**src/hdl/psd_pkg.sv**
```systemverilog
/*
  psd_pkg: register indices, field codes, reset values and bus widths
  shared by the power stage diagnostic register bank.
  Assumes byte addressing on the bus, one 32-bit word per register,
  so the byte address of a register is four times its index.
*/
package psd_pkg;

  // register indices
  localparam logic [4:0] IDX_GROUP_A   = 5'h01;
  localparam logic [4:0] IDX_GROUP_E   = 5'h02;
  localparam logic [4:0] IDX_GROUP_B   = 5'h05;
  localparam logic [4:0] IDX_BRIDGE1   = 5'h06;
  localparam logic [4:0] IDX_GROUP_C   = 5'h09;
  localparam logic [4:0] IDX_BRIDGE2   = 5'h0a;
  localparam logic [4:0] IDX_GROUP_D   = 5'h0d;
  localparam logic [4:0] IDX_STEP_CFG  = 5'h10;
  localparam logic [4:0] IDX_LB_CTRL   = 5'h11;
  localparam logic [4:0] IDX_IRQ_STAT  = 5'h12;
  localparam logic [4:0] IDX_IRQ_MASK  = 5'h13;

  // byte address bits that carry the index
  localparam int IDX_LSB = 2;
  localparam int IDX_W   = 5;

  // stage diagnosis codes
  localparam logic [1:0] CODE_SHORT_TO_GROUND  = 2'h0;
  localparam logic [1:0] CODE_OPEN_LOAD        = 2'h1;
  localparam logic [1:0] CODE_SHORT_TO_BATTERY = 2'h2;
  localparam logic [1:0] CODE_STAGE_OK         = 2'h3;

  // bridge diagnosis codes
  localparam logic [7:0] BR_SHORT_GND_OFF = 8'h01;
  localparam logic [7:0] BR_OPEN_LOAD_ON  = 8'h02;
  localparam logic [7:0] BR_OVERCURR_ON   = 8'h03;
  localparam logic [7:0] BR_OPEN_LOAD_OFF = 8'h04;
  localparam logic [7:0] BR_SHORT_BAT_OFF = 8'h05;
  localparam logic [7:0] BR_DETECT_RUN    = 8'h07;
  localparam logic [7:0] BR_OK            = 8'hff;

  // configuration fields and resets
  localparam int         CFG_BRIDGE_BIT   = 0;
  localparam logic [7:0] CFG_RESET        = 8'h01;
  localparam int         LB_S21_BIT       = 0;
  localparam int         LB_S25_BIT       = 1;
  localparam logic [1:0] LB_RESET         = 2'h0;
  localparam logic [3:0] GROUP_E_UPPER    = 4'hf;

  // interrupt status layout: one bit per diagnostic register except bridge two
  localparam int         IRQ_W            = 6;
  localparam int         IRQ_A            = 0;
  localparam int         IRQ_B            = 1;
  localparam int         IRQ_C            = 2;
  localparam int         IRQ_D            = 3;
  localparam int         IRQ_E            = 4;
  localparam int         IRQ_F            = 5;
  localparam logic [5:0] IRQ_RESET        = 6'h00;

  // stage count on the diagnosis input vector
  localparam int NUM_STAGES = 24;

endpackage

```
**src/hdl/psd_fault_latch.sv**
```systemverilog
/*
  psd_fault_latch: one sticky diagnosis field, cleared by a read.
  Assumes det is synchronous to clk and shows OK_CODE when healthy.
*/
`timescale 1ns/1ps
`default_nettype none

module psd_fault_latch #(
  parameter int             W       = 2,
  parameter logic [W-1:0]   OK_CODE = '1
) (
  input  wire logic         clk,
  input  wire logic         rst,
  input  wire logic [W-1:0] det,
  input  wire logic         clr,
  output logic [W-1:0]      held,
  output logic              hit
);

  typedef struct packed {
    logic [W-1:0] code;
  } psd_latch_t;

  psd_latch_t state;
  psd_latch_t next_state;

  initial begin
    if (W < 1) begin
      $error("psd_fault_latch: width must be at least one");
    end
  end

  ////////////////////////////////////////////////////////////////////////
  // a fresh fault wins over a clear in the same cycle, so nothing is lost
  always_comb begin
    next_state = state;
    if (det != OK_CODE) begin
      next_state.code = det;
    end else if (clr) begin
      next_state.code = OK_CODE;
    end
  end

  always_ff @(posedge clk) begin
    if (rst) begin
      state.code <= OK_CODE;
    end else begin
      state <= next_state;
    end
  end

  assign held = state.code;
  assign hit  = (det != OK_CODE);

endmodule

`default_nettype wire

```
**src/hdl/psd_diag_regs.sv**
```systemverilog
/*
  psd_diag_regs: diagnostic register bank for the low-side and pre-driver
  stages and the stepper stage configuration, behind a classic Wishbone
  slave with 32-bit data. Assumes fault inputs and the watchdog alarm pin
  are synchronous to ref_clk; a stage input shows 2'b11 while healthy.
*/
// Functional notes
// - config bit 0 set makes stages 21 to 28 two full bridges; config resets to 0x01.
// - config bit 0 clear runs stages 21 to 24 as independent single stages.
// - stage fields code 00 ground short, 01 open load, 10 battery short, 11 healthy.
// - group a holds stages 4, 3, 2, 1 from the top bit pair down.
// - group b holds stages 8, 7, 6, 5 from the top bit pair down.
// - group c holds stage 14, stage 13, the watchdog alarm level, a zero bit and stage 9.
// - the watchdog alarm bit shows the live pin level and is never latched or cleared.
// - group d holds stages 18, 17, 16, 15 from the top bit pair down.
// - group e always reads ones in bits 7 to 4.
// - group e holds stage 20 in bits 3:2 and stage 19 in bits 1:0.
// - latched fault codes clear when their register is read.
// - in single mode the bridge one register holds stages 24, 23, 22, 21.
// - in bridge mode the bridge one register holds one 8-bit bridge code.
// - bridge codes are 01, 05, 04, 02, 03, 07 for the fault kinds and ff for healthy.
// - a low-battery enable for stage 21 or 25 forces stages 21 to 28 independent.
`timescale 1ns/1ps
`default_nettype none

module psd_diag_regs #(
  parameter int AW = 8
) (
  input  wire logic                             ref_clk,
  input  wire logic                             rst,
  // wishbone classic slave
  input  wire logic                             wb_cyc_i,
  input  wire logic                             wb_stb_i,
  input  wire logic                             wb_we_i,
  input  wire logic [AW-1:0]                    wb_adr_i,
  input  wire logic [3:0]                       wb_sel_i,
  input  wire logic [31:0]                      wb_dat_i,
  output logic [31:0]                           wb_dat_o,
  output logic                                  wb_ack_o,
  // diagnosis from the stage monitors, stage n at bits 2n-1:2n-2
  input  wire logic [2*psd_pkg::NUM_STAGES-1:0] stageFaultCode,
  input  wire logic [7:0]                       bridgeOneFaultCode,
  input  wire logic [7:0]                       bridgeTwoFaultCode,
  input  wire logic                             watchdogAlarmPin,
  // stage configuration and interrupt
  output logic                                  bridgeModeActive,
  output logic                                  lowQuadSingle,
  output logic                                  highQuadSingle,
  output logic                                  irq
);

  initial begin
    if (AW < psd_pkg::IDX_LSB + psd_pkg::IDX_W) begin
      $error("psd_diag_regs: address too narrow for the register map");
    end
  end

  typedef struct packed {
    logic                     ack;
    logic [31:0]              rdata;
    logic [7:0]               stepCfg;
    logic [1:0]               lbCtrl;
    logic [psd_pkg::IRQ_W-1:0] irqStat;
    logic [psd_pkg::IRQ_W-1:0] irqMask;
    logic                     irq;
    logic                     bridgeOn;
    logic                     lowSingle;
    logic                     highSingle;
  } psd_state_t;

  psd_state_t state;
  psd_state_t next_state;

  ////////////////////////////////////////////////////////////////////////
  // bus decode
  logic                    reqNew;
  logic                    readNew;
  logic                    writeNew;
  logic [psd_pkg::IDX_W-1:0] regIdx;
  logic                    adrHigh;

  // a request is taken once, in the cycle before ack rises
  assign reqNew   = wb_cyc_i && wb_stb_i && !state.ack;
  assign readNew  = reqNew && !wb_we_i;
  assign writeNew = reqNew && wb_we_i;
  assign regIdx   = wb_adr_i[psd_pkg::IDX_LSB +: psd_pkg::IDX_W];

  generate
    if (AW > psd_pkg::IDX_LSB + psd_pkg::IDX_W) begin : g_high
      assign adrHigh = |wb_adr_i[AW-1:psd_pkg::IDX_LSB + psd_pkg::IDX_W];
    end else begin : g_nohigh
      assign adrHigh = 1'b0;
    end
  endgenerate

  // read strobes that clear the sticky fields; plain expressions, since a
  // function reading module signals would not wake a continuous assignment
  logic rdHit;
  logic rdA;
  logic rdB;
  logic rdC;
  logic rdD;
  logic rdE;
  logic rdF;
  logic rdIrq;

  assign rdHit = readNew && !adrHigh;
  assign rdA   = rdHit && (regIdx == psd_pkg::IDX_GROUP_A);
  assign rdB   = rdHit && (regIdx == psd_pkg::IDX_GROUP_B);
  assign rdC   = rdHit && (regIdx == psd_pkg::IDX_GROUP_C);
  assign rdD   = rdHit && (regIdx == psd_pkg::IDX_GROUP_D);
  assign rdE   = rdHit && (regIdx == psd_pkg::IDX_GROUP_E);
  assign rdF   = rdHit && (regIdx == psd_pkg::IDX_BRIDGE1);
  assign rdIrq = rdHit && (regIdx == psd_pkg::IDX_IRQ_STAT);

  ////////////////////////////////////////////////////////////////////////
  // per-stage sticky fields; stages 10 to 12 have no field here
  logic [1:0] stageHeld [1:psd_pkg::NUM_STAGES];
  logic       stageHit  [1:psd_pkg::NUM_STAGES];

  genvar n;
  generate
    for (n = 1; n <= psd_pkg::NUM_STAGES; n++) begin : g_stage
      if (n >= 10 && n <= 12) begin : g_none
        assign stageHeld[n] = psd_pkg::CODE_STAGE_OK;
        assign stageHit[n]  = 1'b0;
      end else begin : g_latch
        logic clrStage;
        // each stage clears with the register that shows it
        if (n <= 4) begin : g_a
          assign clrStage = rdA;
        end else if (n <= 8) begin : g_b
          assign clrStage = rdB;
        end else if (n <= 14) begin : g_c
          assign clrStage = rdC;
        end else if (n <= 18) begin : g_d
          assign clrStage = rdD;
        end else if (n <= 20) begin : g_e
          assign clrStage = rdE;
        end else begin : g_f
          // only a read in single mode shows, and so clears, these
          assign clrStage = rdF && !state.bridgeOn;
        end
        psd_fault_latch #(
          .W       (2),
          .OK_CODE (psd_pkg::CODE_STAGE_OK)
        ) u_latch (
          .clk  (ref_clk),
          .rst  (rst),
          .det  (stageFaultCode[2*(n-1) +: 2]),
          .clr  (clrStage),
          .held (stageHeld[n]),
          .hit  (stageHit[n])
        );
      end
    end
  endgenerate

  ////////////////////////////////////////////////////////////////////////
  // bridge one code, sticky until read in bridge mode
  logic [7:0] bridgeHeld;
  logic       bridgeHit;
  logic       bridgeClr;

  assign bridgeClr = rdF && state.bridgeOn;

  psd_fault_latch #(
    .W       (8),
    .OK_CODE (psd_pkg::BR_OK)
  ) u_bridge_one (
    .clk  (ref_clk),
    .rst  (rst),
    .det  (bridgeOneFaultCode),
    .clr  (bridgeClr),
    .held (bridgeHeld),
    .hit  (bridgeHit)
  );

  ////////////////////////////////////////////////////////////////////////
  // register images
  logic [7:0] imgA;
  logic [7:0] imgB;
  logic [7:0] imgC;
  logic [7:0] imgD;
  logic [7:0] imgE;
  logic [7:0] imgF;

  assign imgA = {stageHeld[4], stageHeld[3], stageHeld[2], stageHeld[1]};
  assign imgB = {stageHeld[8], stageHeld[7], stageHeld[6], stageHeld[5]};
  // alarm level is read straight from the pin, no latch in its path
  assign imgC = {stageHeld[14], stageHeld[13], watchdogAlarmPin, 1'b0,
                 stageHeld[9]};
  assign imgD = {stageHeld[18], stageHeld[17], stageHeld[16], stageHeld[15]};
  assign imgE = {psd_pkg::GROUP_E_UPPER, stageHeld[20], stageHeld[19]};
  // bridge mode swaps the per-stage fields for one bridge code
  assign imgF = state.bridgeOn ? bridgeHeld :
                {stageHeld[24], stageHeld[23], stageHeld[22], stageHeld[21]};

  // interrupt events, one per diagnostic register except bridge two
  logic [psd_pkg::IRQ_W-1:0] irqEvent;

  always_comb begin
    irqEvent = '0;
    irqEvent[psd_pkg::IRQ_A] = stageHit[1] || stageHit[2] || stageHit[3] || stageHit[4];
    irqEvent[psd_pkg::IRQ_B] = stageHit[5] || stageHit[6] || stageHit[7] || stageHit[8];
    irqEvent[psd_pkg::IRQ_C] = stageHit[9] || stageHit[13] || stageHit[14];
    irqEvent[psd_pkg::IRQ_D] = stageHit[15] || stageHit[16] || stageHit[17] || stageHit[18];
    irqEvent[psd_pkg::IRQ_E] = stageHit[19] || stageHit[20];
    irqEvent[psd_pkg::IRQ_F] = state.bridgeOn ? bridgeHit :
                               (stageHit[21] || stageHit[22] || stageHit[23] || stageHit[24]);
  end

  ////////////////////////////////////////////////////////////////////////
  // read mux; unmapped addresses read zero and still get an ack
  logic [31:0] readValue;

  always_comb begin
    readValue = 32'h0000_0000;
    if (!adrHigh) begin
      unique case (regIdx)
        psd_pkg::IDX_GROUP_A:  readValue[7:0] = imgA;
        psd_pkg::IDX_GROUP_B:  readValue[7:0] = imgB;
        psd_pkg::IDX_GROUP_C:  readValue[7:0] = imgC;
        psd_pkg::IDX_GROUP_D:  readValue[7:0] = imgD;
        psd_pkg::IDX_GROUP_E:  readValue[7:0] = imgE;
        psd_pkg::IDX_BRIDGE1:  readValue[7:0] = imgF;
        psd_pkg::IDX_BRIDGE2:  readValue[7:0] = bridgeTwoFaultCode;
        psd_pkg::IDX_STEP_CFG: readValue[7:0] = state.stepCfg;
        psd_pkg::IDX_LB_CTRL:  readValue[1:0] = state.lbCtrl;
        psd_pkg::IDX_IRQ_STAT: readValue[psd_pkg::IRQ_W-1:0] = state.irqStat;
        psd_pkg::IDX_IRQ_MASK: readValue[psd_pkg::IRQ_W-1:0] = state.irqMask;
        default:               readValue = 32'h0000_0000;
      endcase
    end
  end

  ////////////////////////////////////////////////////////////////////////
  // next state: bus answer, writable registers, mode and interrupt
  always_comb begin
    next_state     = state;
    // ack lasts one cycle; the master releases before the next request
    next_state.ack = reqNew;
    if (readNew) begin
      next_state.rdata = readValue;
    end

    // writes need byte lane 0, where all the narrow registers sit
    if (writeNew && !adrHigh && wb_sel_i[0]) begin
      unique case (regIdx)
        psd_pkg::IDX_STEP_CFG: next_state.stepCfg = wb_dat_i[7:0];
        psd_pkg::IDX_LB_CTRL:  next_state.lbCtrl  = wb_dat_i[1:0];
        psd_pkg::IDX_IRQ_MASK: next_state.irqMask = wb_dat_i[psd_pkg::IRQ_W-1:0];
        default:               next_state.stepCfg = state.stepCfg;
      endcase
    end

    // status is read-to-clear; an event in the same cycle stays set
    if (rdIrq) begin
      next_state.irqStat = irqEvent;
    end else begin
      next_state.irqStat = state.irqStat | irqEvent;
    end
    next_state.irq = |(next_state.irqStat & next_state.irqMask);

    // low-battery enables override the bridge selection
    next_state.bridgeOn   = next_state.stepCfg[psd_pkg::CFG_BRIDGE_BIT] &&
                            !next_state.lbCtrl[psd_pkg::LB_S21_BIT] &&
                            !next_state.lbCtrl[psd_pkg::LB_S25_BIT];
    next_state.lowSingle  = !next_state.bridgeOn;
    next_state.highSingle = next_state.lbCtrl[psd_pkg::LB_S21_BIT] ||
                            next_state.lbCtrl[psd_pkg::LB_S25_BIT];
  end

  ////////////////////////////////////////////////////////////////////////
  // state register
  always_ff @(posedge ref_clk) begin
    if (rst) begin
      state.ack        <= 1'b0;
      state.rdata      <= 32'h0000_0000;
      state.stepCfg    <= psd_pkg::CFG_RESET;
      state.lbCtrl     <= psd_pkg::LB_RESET;
      state.irqStat    <= psd_pkg::IRQ_RESET;
      state.irqMask    <= psd_pkg::IRQ_RESET;
      state.irq        <= 1'b0;
      state.bridgeOn   <= 1'b1;
      state.lowSingle  <= 1'b0;
      state.highSingle <= 1'b0;
    end else begin
      state <= next_state;
    end
  end

  // outputs straight from flops
  assign wb_ack_o         = state.ack;
  assign wb_dat_o         = state.rdata;
  assign bridgeModeActive = state.bridgeOn;
  assign lowQuadSingle    = state.lowSingle;
  assign highQuadSingle   = state.highSingle;
  assign irq              = state.irq;

endmodule

`default_nettype wire

```
**config.mk**
```make
export PLATFORM = sky130hd
export DESIGN_NAME = psd_diag_regs
export DESIGN_NICKNAME = d
export VERILOG_FILES = /design/src/hdl/psd_pkg.sv /design/src/hdl/psd_fault_latch.sv /design/src/hdl/psd_diag_regs.sv
export SDC_FILE = /design/constraint.sdc
export NUM_CORES = 1
export LEC_CHECK = 0
export BUFFER_PORTS_ARGS = -buffer_cell sky130_fd_sc_hd__buf_2
export CORE_MARGIN = 1
export CORE_UTILIZATION = 35
export DETAILED_ROUTE_END_ITERATION = 10
export PLACE_DENSITY = 0.64
export SYNTH_ARGS = -nofsm -noshare
export SYNTH_HDL_FRONTEND = slang
export SYNTH_SLANG_ARGS = --single-unit
```
**constraint.sdc**
```tcl
create_clock -name ref_clk -period 2.7 [get_ports ref_clk]
set_input_delay 0.54 -clock ref_clk [delete_from_list [all_inputs] [get_ports ref_clk]]
set_output_delay 0.54 -clock ref_clk [all_outputs]
set_load 0.01 [all_outputs]
```
* Yosys cells after proc, flatten, opt, wreduce, memory -nomap -nowiden
Cells that the tools add are included.
** Storage, ports and cells
- Register bits after elaboration :: 109
- Input bits :: 114
- Output and inout port bits :: 37
- Word-level logic and storage cells :: 174
** Operators by class
- Eq/ne operators :: 33
- Multiplexer cells :: 41
- Bitwise logic cells :: 2
- Reductions and logical operators :: 65
** Operators by type and width (number)
- $mux 2 :: 28
- $reduce_bool 2->1 :: 22
- $ne 2x2->1 const B :: 21
- $pmux 4 s10 :: 1
- $mux 8 :: 4
- $pmux 2 s11 :: 1
- $eq 5x5->1 const B :: 4
- $logic_and 1x1->1 :: 18
- $mux 6 :: 3
- $logic_or 1x1->1 :: 16
- $pmux 2 s8 :: 1
- $eq 5x4->1 const B :: 3
- $eq 5x3->1 const B :: 2
- $ne 8x8->1 const B :: 1
- $logic_not 1->1 :: 7
- $and 6x6->6 :: 1
- $or 6x6->6 :: 1
- $reduce_or 6->1 :: 1
- $eq 5x1->1 const B :: 1
- $eq 5x2->1 const B :: 1
- $mux 3 :: 1
- $mux 1 :: 2
- $reduce_and 2->1 :: 1

* Longest topological paths before layout
Gate-level depths: netlist (run 1).
- Depth in word-level cells :: 10
- Gate-level depth with buffers :: 8
- Mapped depth without buffers :: 7

* Cells and area by module
A second synthesis (run 1) with hierarchy kept.
** Second synthesis, totals
- Cell total of the unflattened synthesis :: 520
- Area total of the unflattened synthesis :: 4199.0 µm²
** Modules (own cells, without submodules)
- psd_diag_regs :: times used 1, cells each 272, area each 2308.5 µm², seq. area each 700.7 µm²
- psd_fault_latch at g_stage[13].g_latch.u_latch ... :: times used 21, cells each 10, area each 75.1 µm², seq. area each 40.0 µm²
- psd_fault_latch at u_bridge_one :: times used 1, cells each 38, area each 314.1 µm², seq. area each 160.2 µm²

* Worst setup path before layout (run 1)
Ideal clock, no wire load.
- Path kind :: input to register
- Start point :: input port wb_adr_i[4]
- End point :: register, netlist name irq
- Library setup time :: 0.132 ns
- Arrival time :: 2.167 ns
- Required time :: 2.568 ns
- Path slack :: 0.401 ns
- Stages on the path :: 8
- Buffers on the path :: 2
- Cells stage by stage :: buf_2 or3b_4 or4_1 buf_2 a211oi_1 o22ai_1 nor2_1 a21oi_1
** On the way
- Word-level cells in the longest chain between the ends :: 5
- Elaborated cells between the ends (all ways) :: 8
- Classes of those cells :: eq/ne (2); mux (3); bitwise (1); reduce/logical (2)
** Ends and longest elaborated chain
- from (decl) :: line psd_diag_regs.sv:35 : input wire logic [AW-1:0] wb_adr_i,
- $eq 5x5->1, on equally long branches :: line psd_diag_regs.sv:249, psd_diag_regs.sv:114
- $mux 6 / $logic_and 1x1->1 (equally long branches) :: line psd_diag_regs.sv:249, psd_diag_regs.sv:114
- $mux 6, on equally long branches :: line psd_diag_regs.sv:248, psd_diag_regs.sv:258
- $and 6x6->6 (*) :: line psd_diag_regs.sv:263 : next_state.irq = |(next_state.irqStat & next_state.irqMask);
- $reduce_or 6->1 (*) :: line psd_diag_regs.sv:263
Mark *: on every way between the ends. The rest lies on a longest branch, timed or not.
A chain may end at the register's enable or synchronous reset.

* Final worst setup path (run 1)
- Start point :: input port wb_adr_i[5]
- End point :: register, netlist name irq
** On the way
- Word-level cells in the longest chain between the ends :: 5
- Elaborated cells between the ends (all ways) :: 8
- Classes of those cells :: eq/ne (2); mux (3); bitwise (1); reduce/logical (2)
** Ends and longest elaborated chain (line)
- $eq 5x5->1, on equally long branches :: psd_diag_regs.sv:249, psd_diag_regs.sv:114
- $mux 6 / $logic_and 1x1->1 (equally long branches) :: psd_diag_regs.sv:249, psd_diag_regs.sv:114
- $mux 6, on equally long branches :: psd_diag_regs.sv:248, psd_diag_regs.sv:258
- $and 6x6->6 (*) :: psd_diag_regs.sv:263
- $reduce_or 6->1 (*) :: psd_diag_regs.sv:263
Marks and branches as above.

==> report_table.html, run 1 <==
<table>
<tr><th>Metric</th><th>Value</th></tr>
<tr><th colspan="2">Timing</th></tr>
<tr><td>Part of the cycle the worst path needs</td><td>0.821</td></tr>
<tr><td>Final hold violation count</td><td>0</td></tr>
<tr><td>Number of max-slew violations in the final report</td><td>0</td></tr>
<tr><td>Unrepaired setup endpoints after global routing</td><td>false</td></tr>
<tr><td>Worst setup slack after layout</td><td>0.483 ns</td></tr>
<tr><td>Transition time at the pin with the least slew margin</td><td>0.909 ns</td></tr>
<tr><td>Total Negative Setup Slacks</td><td>0 ns</td></tr>
<tr><td>Worst-case clock skew</td><td>about 0.0086 ns</td></tr>
<tr><td>Shortest clock period the worst path allows after layout</td><td>about 2.2 ns</td></tr>
<tr><td>FMAX</td><td>~450 MHz</td></tr>
<tr><td>Endpoints failing setup</td><td>0</td></tr>
<tr><td>Headroom to the max-slew limit</td><td>0.394</td></tr>
<tr><th colspan="2">Clock network</th></tr>
<tr><td>Setup fix buffers added after clock tree synthesis</td><td>0</td></tr>
<tr><td>Num Clock Sinks</td><td>between 80 and 90</td></tr>
<tr><td>Clock latency reported for the late side of the worst-skew pair</td><td>approximately 0.34 ns</td></tr>
<tr><td>Post-CTS Hold Fix Bufs</td><td>0</td></tr>
<tr><td>Number of gates resized after cts</td><td>0</td></tr>
<tr><td>Total clock buffers created by CTS</td><td>9</td></tr>
<tr><td>Clk pin slew, worst setup/hold paths</td><td>around 0.070 ns</td></tr>
<tr><td>Maximum level of the CTS H-tree</td><td>3</td></tr>
<tr><td>Max Root-Sink Buffers</td><td>2</td></tr>
<tr><td>TritonCTS clock tree</td><td>built</td></tr>
<tr><td>Library cell used as clock root buffer</td><td>sky130_fd_sc_hd__clkbuf_16</td></tr>
<tr><th colspan="2">Setup path</th></tr>
<tr><td>Type of the worst setup path</td><td>in -&gt; reg</td></tr>
<tr><td>Worst R2R Start</td><td>wb_ack_o</td></tr>
<tr><td>Required @ worst endpoint</td><td>around 2.9 ns</td></tr>
<tr><td>Count of cells along the worst register-to-register path</td><td>6</td></tr>
<tr><td>Largest fanout on the critical path</td><td>6</td></tr>
<tr><td>Capturing element type of the critical path</td><td>flop</td></tr>
<tr><td>Capture instance of the worst register-to-register path</td><td>irq</td></tr>
<tr><td>Worst path arrival time</td><td>roughly 2.4 ns</td></tr>
<tr><td>Startpoint type of the worst setup path</td><td>input port</td></tr>
<tr><td>Slack of the worst reg-to-reg path</td><td>~0.50 ns</td></tr>
<tr><th colspan="2">Route</th></tr>
<tr><td>Remaining design rule violation count</td><td>0</td></tr>
<tr><td>Final wirelength</td><td>12100 um</td></tr>
<tr><td>Detail-routed net length per standard cell</td><td>~17 um</td></tr>
<tr><td>Post-route ant nets</td><td>0</td></tr>
<tr><td>Mean number of vias per cell</td><td>~5.2</td></tr>
<tr><td>Drt first pass iters</td><td>4</td></tr>
<tr><td>DR vias</td><td>3793</td></tr>
<tr><td>DR iter-0 viols</td><td>230</td></tr>
<tr><th colspan="2">Logic synthesis</th></tr>
<tr><td>Synth cell types</td><td>47</td></tr>
<tr><td>Fraction of post-synthesis cell area in the top cell type by area</td><td>0.417</td></tr>
<tr><td>Async S/R FF share, synth</td><td>0</td></tr>
<tr><td>Mean post-synth cell area</td><td>just over 8 um2</td></tr>
<tr><td>Synthesis Warnings</td><td>0</td></tr>
<tr><td>Seq/Total Area, Yosys</td><td>0.417</td></tr>
<tr><td>Leading cell types by total area after synthesis</td><td>sky130_fd_sc_hd__dfxtp_1 (42%), sky130_fd_sc_hd__nand2_1 (11%), sky130_fd_sc_hd__nand3b_1 (7.5%), sky130_fd_sc_hd__mux2i_1 (6.1%), sky130_fd_sc_hd__buf_4 (5.9%)</td></tr>
<tr><td>Netlist area before placement</td><td>slightly above 4000 um2</td></tr>
<tr><td>Flip-flop and latch count after synthesis</td><td>85</td></tr>
<tr><td>Top_reg_cell synth</td><td>sky130_fd_sc_hd__dfxtp_1</td></tr>
<tr><td>Cell type contributing the most total cell area after synthesis</td><td>sky130_fd_sc_hd__dfxtp_1</td></tr>
<tr><td>Number of synthesized flops with an enable pin</td><td>0</td></tr>
<tr><td>Gate count of the mapped netlist</td><td>492</td></tr>
<tr><th colspan="2">GRT</th></tr>
<tr><td>Overall Global Routing Usage</td><td>0.207</td></tr>
<tr><td>Grt total ovfl</td><td>0</td></tr>
<tr><td>Wire length of the first global-routing pass</td><td>18500 um</td></tr>
<tr><td>Largest net degree at the start of global routing</td><td>56</td></tr>
<tr><td>Vias in the first global route</td><td>between 3000 and 4000</td></tr>
<tr><td>Number of antenna violations at the first check in global routing</td><td>0</td></tr>
<tr><th colspan="2">Min path</th></tr>
<tr><td>Hold-critical path endpoint</td><td>g_stage[24].g_latch.u_latch.held[0]</td></tr>
<tr><td>Worst min path class</td><td>in -&gt; reg</td></tr>
<tr><td>Hold path cells</td><td>3</td></tr>
<tr><td>HP Start</td><td>stageFaultCode[46]</td></tr>
<tr><th colspan="2">Status</th></tr>
<tr><td>Run status</td><td>completed</td></tr>
<tr><th colspan="2">Placement</th></tr>
<tr><td>GP Congestion</td><td>~0.87</td></tr>
<tr><td>Placement-stage cell area</td><td>4610 um2</td></tr>
<tr><td>Post-detail-place hpwl</td><td>about 9400 um</td></tr>
<tr><td># port buffers</td><td>91</td></tr>
<tr><td>Post-Place Setup Slack</td><td>between 0.15 and 0.2 ns</td></tr>
<tr><th colspan="2">Power and ir drop</th></tr>
<tr><td>Power Density</td><td>around 570 nW/um2</td></tr>
<tr><td>Cell leakage power</td><td>between 2 and 2.5 nW</td></tr>
<tr><td>IR drop worst, VDD</td><td>between 0.3 and 0.4 mV</td></tr>
<tr><th colspan="2">Floorplan</th></tr>
<tr><td>Die span in y</td><td>110 um</td></tr>
<tr><td>Die Width</td><td>approximately 110 um</td></tr>
<tr><td>Starting utilization of the core area</td><td>0.359</td></tr>
<tr><td>Number of placement rows</td><td>39</td></tr>
<tr><td>Total die area</td><td>about 12000 um2</td></tr>
<tr><td>I/O pin count</td><td>151</td></tr>
<tr><td>Std-Cell Core Area</td><td>roughly 11000 um2</td></tr>
<tr><th colspan="2">Cells and area</th></tr>
<tr><td>Antenna diode instance count</td><td>0</td></tr>
<tr><td>Area delta synth-&gt;final</td><td>19.9%</td></tr>
<tr><td>Utilization of the core after routing</td><td>0.430</td></tr>
<tr><td>Layout cell share with drive strength beyond 1</td><td>0.234</td></tr>
<tr><td>Final std cell area, no fill</td><td>approximately 5000 um2</td></tr>
<tr><td>Net total in the final layout</td><td>694</td></tr>
<tr><th colspan="2">Run</th></tr>
<tr><td>Max Cap Viol</td><td>0</td></tr>
</table>
==> sequential cells by signal (all words and copies together) (netlist names) <==
register                      flops
wb_ack_o                          1
wb_dat_o                          8
highQuadSingle                    1
u_bridge_one.held                 8
g_stage.g_latch.u_latch.held     42
lowQuadSingle                     1
bridgeModeActive                  1
irq                               1
state                            22
==> worst max-delay path: stages <==
cell                       delay (ns)
sky130_fd_sc_hd__buf_2           0.11
sky130_fd_sc_hd__or3b_4          0.40
sky130_fd_sc_hd__or4_1           0.60
sky130_fd_sc_hd__a211oi_1        0.45
sky130_fd_sc_hd__o22ai_1         0.16
sky130_fd_sc_hd__nor2_1          0.11
sky130_fd_sc_hd__a21oi_1         0.07
==> how the worst max path moves through the flow <==
stage,start,end,depth (start not counted)
2_1_floorplan,wb_adr_i[4],irq,8
3_3_place_gp,wb_adr_i[5],irq,7
3_5_place_dp,wb_adr_i[5],irq,7
4_1_cts,wb_ack_o,irq,6
5_1_grt,wb_ack_o,irq,6
6_report,wb_adr_i[5],irq,7
==> metal layers <==
metal	vias to the layer above	track usage	wire, um
li1	1841	-	-
met1	1764	0.286	5550
met2	166	0.313	5340
met3	22	0.0429	936
met4	0	0.0838	262
met5	-	0	0
==> per-stage QoR <==
step / total power [mW] / hold WS [ns] / cells
after floorplan: 1.53 / 0.432 / 515
after global placement: 1.64 / 0.442 / 712
after detailed placement: 1.64 / 0.443 / 712
after CTS: 2.81 / 0.411 / 728
after global routing: 2.91 / 0.424 / 728
final: 2.79 / 0.424 / 728
==> synthesized netlist by cell type, types with 5 or more instances <==
library cell,n
sky130_fd_sc_hd__a211oi_1,6
sky130_fd_sc_hd__a21oi_1,20
sky130_fd_sc_hd__a221oi_1,7
sky130_fd_sc_hd__a22o_1,6
sky130_fd_sc_hd__a22oi_1,8
sky130_fd_sc_hd__and2_1,5
sky130_fd_sc_hd__buf_4,32
sky130_fd_sc_hd__clkbuf_1,19
sky130_fd_sc_hd__dfxtp_1,85
sky130_fd_sc_hd__mux2i_1,25
sky130_fd_sc_hd__nand2_1,119
sky130_fd_sc_hd__nand3b_1,41
sky130_fd_sc_hd__nand4_1,12
sky130_fd_sc_hd__nor2_1,32
sky130_fd_sc_hd__o21ai_0,15
==> logic make-up (layout without fill, tap and decap cells) <==
kind of cell	Yosys count	after routing	share of synthesized area
muxes	27	27	0.0669
other	1	24	0.000919
and+or+nand+nor	239	239	0.296
AOI/OAI and AO/OA	81	81	0.135
DFF	85	85	0.417
buffers and inverters	59	129	0.0843
==> power by group <==
part / total (mW) / internal, mW / switching (mW)
Sequential: 1.34 / 1.31 / 0.0307
Clock: 1.17 / 0.654 / 0.519
Combinational: 0.280 / 0.116 / 0.164
Total: 2.79 / 2.08 / 0.714
==> layout by cell type, fill, tap and decap left out, types with 3 or more instances in the layout <==
master / n
sky130_fd_sc_hd__nand2_1: 119
sky130_fd_sc_hd__buf_2: 91
sky130_fd_sc_hd__dfxtp_1: 85
sky130_fd_sc_hd__nand3b_1: 41
sky130_fd_sc_hd__nor2_1: 32
sky130_fd_sc_hd__mux2i_1: 25
sky130_fd_sc_hd__conb_1: 24
sky130_fd_sc_hd__a21oi_1: 20
sky130_fd_sc_hd__buf_4: 18
sky130_fd_sc_hd__o21ai_0: 15
sky130_fd_sc_hd__nand4_1: 12
sky130_fd_sc_hd__clkbuf_16: 9
sky130_fd_sc_hd__a22oi_1: 8
sky130_fd_sc_hd__a221oi_1: 7
sky130_fd_sc_hd__a22o_1: 6
sky130_fd_sc_hd__a211oi_1: 6
sky130_fd_sc_hd__and2_1: 5
sky130_fd_sc_hd__nor3_1: 4
sky130_fd_sc_hd__and3_1: 4
sky130_fd_sc_hd__nor2b_1: 3
sky130_fd_sc_hd__inv_1: 3
sky130_fd_sc_hd__a41o_1: 3
sky130_fd_sc_hd__nand3_1: 3
sky130_fd_sc_hd__o22ai_1: 3
sky130_fd_sc_hd__a31o_2: 3
sky130_fd_sc_hd__clkinv_4: 3
==> area by class of cell <==
type / instances / area (um2)
Clock buffer: 10 / 239
Clock inverter: 6 / 47.5
Fill cell: 1164 / 6480
Inverter: 4 / 15.0
Multi-Input combinational cell: 371 / 2120
Sequential cell: 85 / 1700
Tap cell: 143 / 179
Timing Repair Buffer: 109 / 591
(Power assumes the default switching activity.)
==> run 2, diff against run 1 <==
Settings changed: PLACE_DENSITY 0.64 to 0.66.
Clock period 2.7 ns to 2 ns, I/O delays scaled along.
==> run 2 against run 1 <==
  * Clock skew shrank 0.0038 ns
  * Clock-buffer cell count unchanged
  * Clock power increased by 41%
  * Combinational power grew 49%
  * Critical path depth is 1 lower
  * Worst hold slack lost 0.14 ns
  * Register-to-register slack worse by 0.40 ns
  * Critical path type unchanged
==> report_table.html, run 2 (same netlist as run 1, synthesis figures left out) <==
<table>
<tr><th>Metric</th><th>Value</th></tr>
<tr><th colspan="2">Setup path</th></tr>
<tr><td>Capturing element type of the critical path</td><td>flop</td></tr>
<tr><td>Type of the worst setup path</td><td>in -&gt; reg</td></tr>
<tr><td>Required @ worst endpoint</td><td>2.22 ns (-0.70 ns)</td></tr>
<tr><td>Largest fanout on the critical path</td><td>6 (unchanged)</td></tr>
<tr><td>Number of buffers and inverters on the critical path</td><td>1 (unchanged)</td></tr>
<tr><td>Critical path's slowest cell</td><td>sky130_fd_sc_hd__or4_4</td></tr>
<tr><td>Worst path arrival time</td><td>2.18 ns (-0.26 ns)</td></tr>
<tr><td>Crit path from</td><td>wb_adr_i[3]</td></tr>
<tr><td>Longest individual stage delay on the worst path</td><td>0.63 ns (+0.03 ns)</td></tr>
<tr><td>CP most frequent cell</td><td>sky130_fd_sc_hd__a21oi_2</td></tr>
<tr><td>Ordered cell list for the critical path</td><td>buf_4, or3b_4, or4_4, a221o_1, a21oi_2, a21oi_2</td></tr>
<tr><td>Family with the most delay on the worst path</td><td>simple AND/OR/NAND/NOR gates</td></tr>
<tr><td>Worst R2R Start</td><td>wb_ack_o</td></tr>
<tr><td>Startpoint type of the worst setup path</td><td>input port</td></tr>
<tr><th colspan="2">Route</th></tr>
<tr><td>Final wirelength</td><td>12400 um (+2.8%)</td></tr>
<tr><td>Mean number of vias per cell</td><td>5.21 (about the same)</td></tr>
<tr><td>Post-route ant nets</td><td>0 (unchanged)</td></tr>
<tr><td>DR vias</td><td>3963 (+4.5%)</td></tr>
<tr><td>Remaining design rule violation count</td><td>0 (unchanged)</td></tr>
<tr><td>DR iter-0 viols</td><td>241 (+4.8%)</td></tr>
<tr><td>Detail-routed net length per standard cell</td><td>16.4 um (-1.5%)</td></tr>
<tr><td>Drt first pass iters</td><td>5 (+1)</td></tr>
<tr><th colspan="2">Timing</th></tr>
<tr><td>Endpoints failing setup</td><td>0 (unchanged)</td></tr>
<tr><td>Unrepaired setup endpoints after global routing</td><td>false</td></tr>
<tr><td>Final hold violation count</td><td>0 (unchanged)</td></tr>
<tr><td>FMAX</td><td>512 MHz</td></tr>
<tr><td>Number of max-slew violations in the final report</td><td>0 (unchanged)</td></tr>
<tr><td>Part of the cycle the worst path needs</td><td>0.977</td></tr>
<tr><td>Shortest clock period the worst path allows after layout</td><td>just under 2 ns</td></tr>
<tr><td>Worst setup slack after layout</td><td>0.0452 ns (-0.437 ns)</td></tr>
<tr><td>Worst-case clock skew</td><td>0.00486 ns (-0.00377 ns)</td></tr>
<tr><th colspan="2">Run</th></tr>
<tr><td>Max Cap Viol</td><td>0 (unchanged)</td></tr>
<tr><th colspan="2">Cells and area</th></tr>
<tr><td>Fillers</td><td>1141 (-2.0%)</td></tr>
<tr><td>Area delta synth-&gt;final</td><td>28.7%</td></tr>
<tr><td>Net total in the final layout</td><td>726 (+4.6%)</td></tr>
<tr><td>Antenna diode instance count</td><td>0 (unchanged)</td></tr>
<tr><td>Layout cell share with drive strength beyond 1</td><td>0.290 (+0.0559)</td></tr>
<tr><td>Commonest cells after routing, fill and taps aside</td><td>sky130_fd_sc_hd__nand2_1 (119), sky130_fd_sc_hd__buf_2 (90), sky130_fd_sc_hd__dfxtp_1 (85)</td></tr>
<tr><td>Max reg flops</td><td>42 (unchanged)</td></tr>
<tr><td>Most common library cell in the layout ignoring fill and taps</td><td>sky130_fd_sc_hd__nand2_1</td></tr>
<tr><th colspan="2">Min path</th></tr>
<tr><td>HP Start</td><td>stageFaultCode[33]</td></tr>
<tr><td>Worst min path class</td><td>in -&gt; reg</td></tr>
<tr><th colspan="2">Power and ir drop</th></tr>
<tr><td>IR drop worst, VDD</td><td>0.383 mV (+12%)</td></tr>
<tr><td>Cell leakage power</td><td>2.33 nW (+8.4%)</td></tr>
<tr><td>Total Power Consumption</td><td>3.88 mW (+39%)</td></tr>
<tr><td>Power Density</td><td>738 nW/um2 (+29%)</td></tr>
<tr><th colspan="2">Floorplan</th></tr>
<tr><td>Total die area</td><td>12100 um2 (unchanged)</td></tr>
<tr><td>Die Width</td><td>110 um (unchanged)</td></tr>
<tr><td>Number of placement rows</td><td>39 (unchanged)</td></tr>
<tr><td>Std-Cell Core Area</td><td>11400 um2 (unchanged)</td></tr>
<tr><td>Starting utilization of the core area</td><td>0.359 (unchanged)</td></tr>
<tr><td>I/O pin count</td><td>151 (unchanged)</td></tr>
<tr><td>Die span in y</td><td>110 um (unchanged)</td></tr>
<tr><th colspan="2">Clock network</th></tr>
<tr><td>Max Root-Sink Buffers</td><td>2 (unchanged)</td></tr>
<tr><td>TritonCTS clock tree</td><td>built</td></tr>
<tr><td>Clk pin slew, worst setup/hold paths</td><td>0.06 ns (about the same)</td></tr>
<tr><td>Total clock buffers created by CTS</td><td>9 (unchanged)</td></tr>
<tr><td>Num Clock Sinks</td><td>85 (unchanged)</td></tr>
<tr><td>Clock latency reported for the late side of the worst-skew pair</td><td>0.34 ns (about the same)</td></tr>
<tr><td>Maximum level of the CTS H-tree</td><td>3 (unchanged)</td></tr>
<tr><td>Library cell used as clock root buffer</td><td>sky130_fd_sc_hd__clkbuf_16</td></tr>
<tr><th colspan="2">GRT</th></tr>
<tr><td>Wire length of the first global-routing pass</td><td>19200 um (+4.1%)</td></tr>
<tr><td>Vias in the first global route</td><td>3733 (+7.1%)</td></tr>
<tr><td>Overall Global Routing Usage</td><td>0.214 (+0.00623)</td></tr>
<tr><td>Largest net degree at the start of global routing</td><td>37 (-34%)</td></tr>
<tr><td>Number of antenna violations at the first check in global routing</td><td>0 (unchanged)</td></tr>
<tr><td>Grt total ovfl</td><td>0 (unchanged)</td></tr>
<tr><th colspan="2">Placement</th></tr>
<tr><td>Post-Place Setup Slack</td><td>-0.262 ns (-0.436 ns)</td></tr>
<tr><td># port buffers</td><td>91 (unchanged)</td></tr>
<tr><td>GP Congestion</td><td>0.875 (+0.34%)</td></tr>
<tr><td>Post-detail-place hpwl</td><td>9790 um (+4.0%)</td></tr>
<tr><th colspan="2">Status</th></tr>
<tr><td>Run status</td><td>completed</td></tr>
</table>
==> run 2: area by class of cell <==
| type | count | area (um2) | area share |
|---|---|---|---|
| sequential | 85 | 1700 | 0.324 |
| clock inverter | 6 | 63.8 | 0.0121 |
| clock buffer | 10 | 229 | 0.0436 |
| inverter | 4 | 15.0 | 0.00286 |
| timing repair buffer | 141 | 853 | 0.162 |
| tap | 143 | 179 | 0.0341 |
| multi-input combinational | 371 | 2210 | 0.421 |
==> run 2: metrics by stage <==
| step | util | hold WS (ns) | cell area (um2) | instances | TNS, ns |
|---|---|---|---|---|---|
| after floorplan | - | 0.432 | 4190 | 515 | -0.178 |
| after global placement | 0.428 | 0.445 | 4870 | 744 | -2.56 |
| after detailed placement | 0.428 | 0.448 | 4870 | 744 | -2.32 |
| after CTS | 0.454 | 0.276 | 5170 | 760 | 0 |
| after global routing | 0.462 | 0.302 | 5250 | 760 | 0 |
| final | 0.462 | 0.281 | 5250 | 760 | 0 |
==> run 2: worst paths after layout <==
check,depth (start not counted),to,slack [ns]
max,6,irq,0.05
min,3,g_stage[17].g_latch.u_latch.held[1],0.28
max reg2reg,8,irq,0.10
min reg2reg,2,wb_dat_o[4],0.45
==> run 2: layer usage <==
layer	track usage	wire length (um)	up-vias
met1	0.278	5660	1882
met3	0.0376	802	22
li1	-	-	1904
met4	0.0933	231	0
met2	0.345	5740	155
met5	0	0	-
==> run 2: worst reg2reg max path, stage by stage, from the launching register on <==
cell	delay (ns)
sky130_fd_sc_hd__dfxtp_1	0.32
sky130_fd_sc_hd__nand4bb_4	0.25
sky130_fd_sc_hd__buf_6	0.17
sky130_fd_sc_hd__nor4_4	0.28
sky130_fd_sc_hd__buf_6	0.18
sky130_fd_sc_hd__mux2i_4	0.25
sky130_fd_sc_hd__o22ai_1	0.12
sky130_fd_sc_hd__nor2_1	0.14
sky130_fd_sc_hd__a21oi_2	0.07
==> run 2: where the power goes <==
part	switching, mW	internal [mW]
clock network	0.682	0.965
logic	0.232	0.186
registers	0.0459	1.77
total	0.959	2.92
==> run 2: repair_timing <==
action                     4_1_cts  5_1_grt
setup endpoints to repair        1        1
hold buffers                     0        0
hold endpoints to repair         0        0
setup buffers                    0        0
resized for setup                1       16
pin swaps                        0        4
==> run 3, diff against run 2 <==
Settings changed: PLACE_DENSITY 0.66 to 0.73.
==> run 3 against run 2 <==
  * Critical endpoint unchanged
  * Sequential share of layout area increased by 0.49 points
  * Register-to-register slack got worse by 0.06 ns
  * Cell count decreased by 0.92%
  * Fmax decreased by 0.21%
  * Via count increased by 0.78%
==> report_table.html, run 3 (same netlist as run 1, synthesis figures left out) <==
<table>
<tr><th>Metric</th><th>Value</th></tr>
<tr><th colspan="2">Setup path</th></tr>
<tr><td>Capture instance of the worst register-to-register path</td><td>irq</td></tr>
<tr><td>Capturing element type of the critical path</td><td>flop</td></tr>
<tr><td>Worst path arrival time</td><td>2.17 ns (about the same)</td></tr>
<tr><td>Worst R2R Start</td><td>wb_ack_o</td></tr>
<tr><td>Type of the worst setup path</td><td>reg -&gt; reg</td></tr>
<tr><td>Crit path from</td><td>wb_ack_o</td></tr>
<tr><td>Required @ worst endpoint</td><td>2.21 ns (about the same)</td></tr>
<tr><td>Count of cells along the worst register-to-register path</td><td>6 (-2)</td></tr>
<tr><td>Largest fanout on the critical path</td><td>6 (unchanged)</td></tr>
<tr><td>Worst setup endpoint</td><td>irq</td></tr>
<tr><td>Slack of the worst reg-to-reg path</td><td>0.04 ns (-0.06 ns)</td></tr>
<tr><td>Startpoint type of the worst setup path</td><td>flop</td></tr>
<tr><th colspan="2">Floorplan</th></tr>
<tr><td>Number of placement rows</td><td>39 (unchanged)</td></tr>
<tr><td>Die Width</td><td>110 um (unchanged)</td></tr>
<tr><td>Die span in y</td><td>110 um (unchanged)</td></tr>
<tr><td>Starting utilization of the core area</td><td>0.359 (unchanged)</td></tr>
<tr><td>Std-Cell Core Area</td><td>11400 um2 (unchanged)</td></tr>
<tr><td>Total die area</td><td>12100 um2 (unchanged)</td></tr>
<tr><td>I/O pin count</td><td>151 (unchanged)</td></tr>
<tr><th colspan="2">Cells and area</th></tr>
<tr><td>Utilization of the core after routing</td><td>0.455 (-0.00693)</td></tr>
<tr><td>Multi-input logic area</td><td>2160 um2 (-2.1%)</td></tr>
<tr><td>Seq. cell area</td><td>1700 um2 (unchanged)</td></tr>
<tr><td>Cell Count, Final, Fillers Out</td><td>753 (-0.92%)</td></tr>
<tr><td>Net total in the final layout</td><td>719 (-0.96%)</td></tr>
<tr><td>Commonest cells after routing, fill and taps aside</td><td>sky130_fd_sc_hd__nand2_1 (119), sky130_fd_sc_hd__buf_2 (91), sky130_fd_sc_hd__dfxtp_1 (85)</td></tr>
<tr><td>Max reg flops</td><td>42 (unchanged)</td></tr>
<tr><td>Area delta synth-&gt;final</td><td>26.8%</td></tr>
<tr><td>Most common library cell in the layout ignoring fill and taps</td><td>sky130_fd_sc_hd__nand2_1</td></tr>
<tr><td>Fillers</td><td>1106 (-3.1%)</td></tr>
<tr><td>Antenna diode instance count</td><td>0 (unchanged)</td></tr>
<tr><td>Final std cell area, no fill</td><td>5170 um2 (-1.5%)</td></tr>
<tr><td>Layout cell share with drive strength beyond 1</td><td>0.277 (-0.0131)</td></tr>
<tr><th colspan="2">Run</th></tr>
<tr><td>Max Cap Viol</td><td>0 (unchanged)</td></tr>
<tr><th colspan="2">Placement</th></tr>
<tr><td>Post-Place Setup Slack</td><td>-0.214 ns (+0.0483 ns)</td></tr>
<tr><td>GP Congestion</td><td>0.916 (+4.6%)</td></tr>
<tr><td>Placement-stage cell area</td><td>4830 um2 (-0.82%)</td></tr>
<tr><td># port buffers</td><td>91 (unchanged)</td></tr>
<tr><td>Post-detail-place hpwl</td><td>9780 um (about the same)</td></tr>
<tr><td>Total instance count after detailed placement</td><td>737 (-0.94%)</td></tr>
<tr><th colspan="2">Power and ir drop</th></tr>
<tr><td>Power share of the clock group</td><td>0.428 (+0.003)</td></tr>
<tr><td>Proportion of power drawn by flip-flops and latches</td><td>0.466 (-0.002)</td></tr>
<tr><td>Part of the power in combinational logic</td><td>0.106 (-0.002)</td></tr>
<tr><td>Switching portion of total power</td><td>0.246 (-0.00185)</td></tr>
<tr><td>Power Density</td><td>752 nW/um2 (+1.9%)</td></tr>
<tr><td>Net switching component of the power</td><td>955 uW (-0.43%)</td></tr>
<tr><td>IR drop worst, VDD</td><td>0.394 mV (+2.7%)</td></tr>
<tr><td>Internal portion of total power</td><td>2.93 mW (+0.57%)</td></tr>
<tr><td>Cell leakage power</td><td>2.30 nW (-1.0%)</td></tr>
<tr><th colspan="2">Clock network</th></tr>
<tr><td>Maximum level of the CTS H-tree</td><td>3 (unchanged)</td></tr>
<tr><td>Num Clock Sinks</td><td>85 (unchanged)</td></tr>
<tr><td>Max Root-Sink Buffers</td><td>2 (unchanged)</td></tr>
<tr><td>Total clock buffers created by CTS</td><td>9 (unchanged)</td></tr>
<tr><td>Clock latency reported for the late side of the worst-skew pair</td><td>0.33 ns (about the same)</td></tr>
<tr><td>TritonCTS clock tree</td><td>built</td></tr>
<tr><td>Clk pin slew, worst setup/hold paths</td><td>0.06 ns (about the same)</td></tr>
<tr><td>Setup fix buffers added after clock tree synthesis</td><td>0 (unchanged)</td></tr>
<tr><td>Library cell used as clock root buffer</td><td>sky130_fd_sc_hd__clkbuf_16</td></tr>
<tr><th colspan="2">Timing</th></tr>
<tr><td>Unrepaired setup endpoints after global routing</td><td>true</td></tr>
<tr><td>Number of max-slew violations in the final report</td><td>0 (unchanged)</td></tr>
<tr><td>Worst setup slack after layout</td><td>0.0412 ns (-0.00405 ns)</td></tr>
<tr><td>Final hold violation count</td><td>0 (unchanged)</td></tr>
<tr><td>FMAX</td><td>511 MHz (-0.21%)</td></tr>
<tr><td>Part of the cycle the worst path needs</td><td>0.979 (+0.00202)</td></tr>
<tr><td>Hold_ws</td><td>0.289 ns (+0.00788 ns)</td></tr>
<tr><td>Headroom to the max-slew limit</td><td>0.582</td></tr>
<tr><td>Endpoints failing setup</td><td>0 (unchanged)</td></tr>
<tr><td>Transition time at the pin with the least slew margin</td><td>slightly above 0.6 ns</td></tr>
<tr><td>Shortest clock period the worst path allows after layout</td><td>1.96 ns (+0.00405 ns)</td></tr>
<tr><td>Worst-case clock skew</td><td>0.00636 ns (+0.00150 ns)</td></tr>
<tr><th colspan="2">Route</th></tr>
<tr><td>Remaining design rule violation count</td><td>0 (unchanged)</td></tr>
<tr><td>Post-route ant nets</td><td>0 (unchanged)</td></tr>
<tr><td>Detail-routed net length per standard cell</td><td>16.5 um (+0.80%)</td></tr>
<tr><td>Final wirelength</td><td>12400 um (-0.13%)</td></tr>
<tr><td>DR iter-0 viols</td><td>308 (+28%)</td></tr>
<tr><td>DR vias</td><td>3994 (+0.78%)</td></tr>
<tr><td>Mean number of vias per cell</td><td>5.30 (+1.7%)</td></tr>
<tr><td>Drt first pass iters</td><td>6 (+1)</td></tr>
<tr><th colspan="2">Status</th></tr>
<tr><td>Run status</td><td>completed</td></tr>
<tr><th colspan="2">GRT</th></tr>
<tr><td>Grt total ovfl</td><td>0 (unchanged)</td></tr>
<tr><td>Number of antenna violations at the first check in global routing</td><td>0 (unchanged)</td></tr>
<tr><td>Wire length of the first global-routing pass</td><td>18900 um (-1.8%)</td></tr>
<tr><td>Vias in the first global route</td><td>3794 (+1.6%)</td></tr>
<tr><td>Largest net degree at the start of global routing</td><td>37 (unchanged)</td></tr>
<tr><td>Overall Global Routing Usage</td><td>0.210 (-0.00394)</td></tr>
<tr><th colspan="2">Min path</th></tr>
<tr><td>Worst min path class</td><td>in -&gt; reg</td></tr>
</table>
run 3: power groups by stage:
| stage | clock network, mW | logic, mW | registers [mW] |
|---|---|---|---|
| 2_1_floorplan | 0 | 0.239 | 1.83 |
| 3_3_place_gp | 0 | 0.387 | 1.84 |
| 3_5_place_dp | 0 | 0.402 | 1.85 |
| 4_1_cts | 1.69 | 0.403 | 1.81 |
| 5_1_grt | 1.77 | 0.455 | 1.82 |
| 6_report | 1.66 | 0.412 | 1.81 |
run 3: layer usage:
metal,share of wire,global-route usage,vias up
met3,0.076,0.0417,26
met4,0.031,0.102,0
met5,0,0,-
met1,0.43,0.266,1907
li1,-,-,1901
met2,0.46,0.340,160
run 3: per-stage QoR:
stage	power, mW	setup TNS, ns
detailed placement	2.25	-2.68
finish	3.89	0
floorplan	2.07	-0.178
CTS	3.90	0
global placement	2.23	-2.46
global route	4.04	-0.0346
run 3: critical path, cell delays in order, from the launching register on:
cell and delay [ns]:
sky130_fd_sc_hd__dfxtp_1 0.32, sky130_fd_sc_hd__nand4bb_4 0.25, sky130_fd_sc_hd__or4_4 0.61, sky130_fd_sc_hd__a211oi_2 0.34, sky130_fd_sc_hd__o22ai_1 0.15, sky130_fd_sc_hd__nor2_1 0.11, sky130_fd_sc_hd__a21oi_1 0.07
run 3: layout make-up:
| type | instances | share of cell area |
|---|---|---|
| multi-input cells | 371 | 0.418 |
| inverters | 4 | 0.00290 |
| clock inverters | 3 | 0.00508 |
| clock buffers | 13 | 0.0542 |
| repair buffers | 134 | 0.156 |
| well taps | 143 | 0.0346 |
| flip-flops and latches | 85 | 0.329 |
run 3: timing repair:
action                                  in CTS  in global routing
hold endpoints to repair                     0                  0
hold buffers                                 0                  0
resized for setup                            0                  6
endpoints found under the setup margin       0                  3
run 3: worst min-delay path by stage:
stage | cells past startpoint | start | slack, ns | to
2_1_floorplan | 2 | wb_dat_o[3] | 0.43 | wb_dat_o[3]
3_3_place_gp | 2 | wb_dat_o[3] | 0.44 | wb_dat_o[3]
3_5_place_dp | 2 | wb_dat_o[3] | 0.44 | wb_dat_o[3]
4_1_cts | 3 | stageFaultCode[0] | 0.28 | g_stage[1].g_latch.u_latch.held[0]
5_1_grt | 3 | stageFaultCode[1] | 0.29 | g_stage[1].g_latch.u_latch.held[1]
6_report | 3 | stageFaultCode[0] | 0.29 | g_stage[1].g_latch.u_latch.held[0]
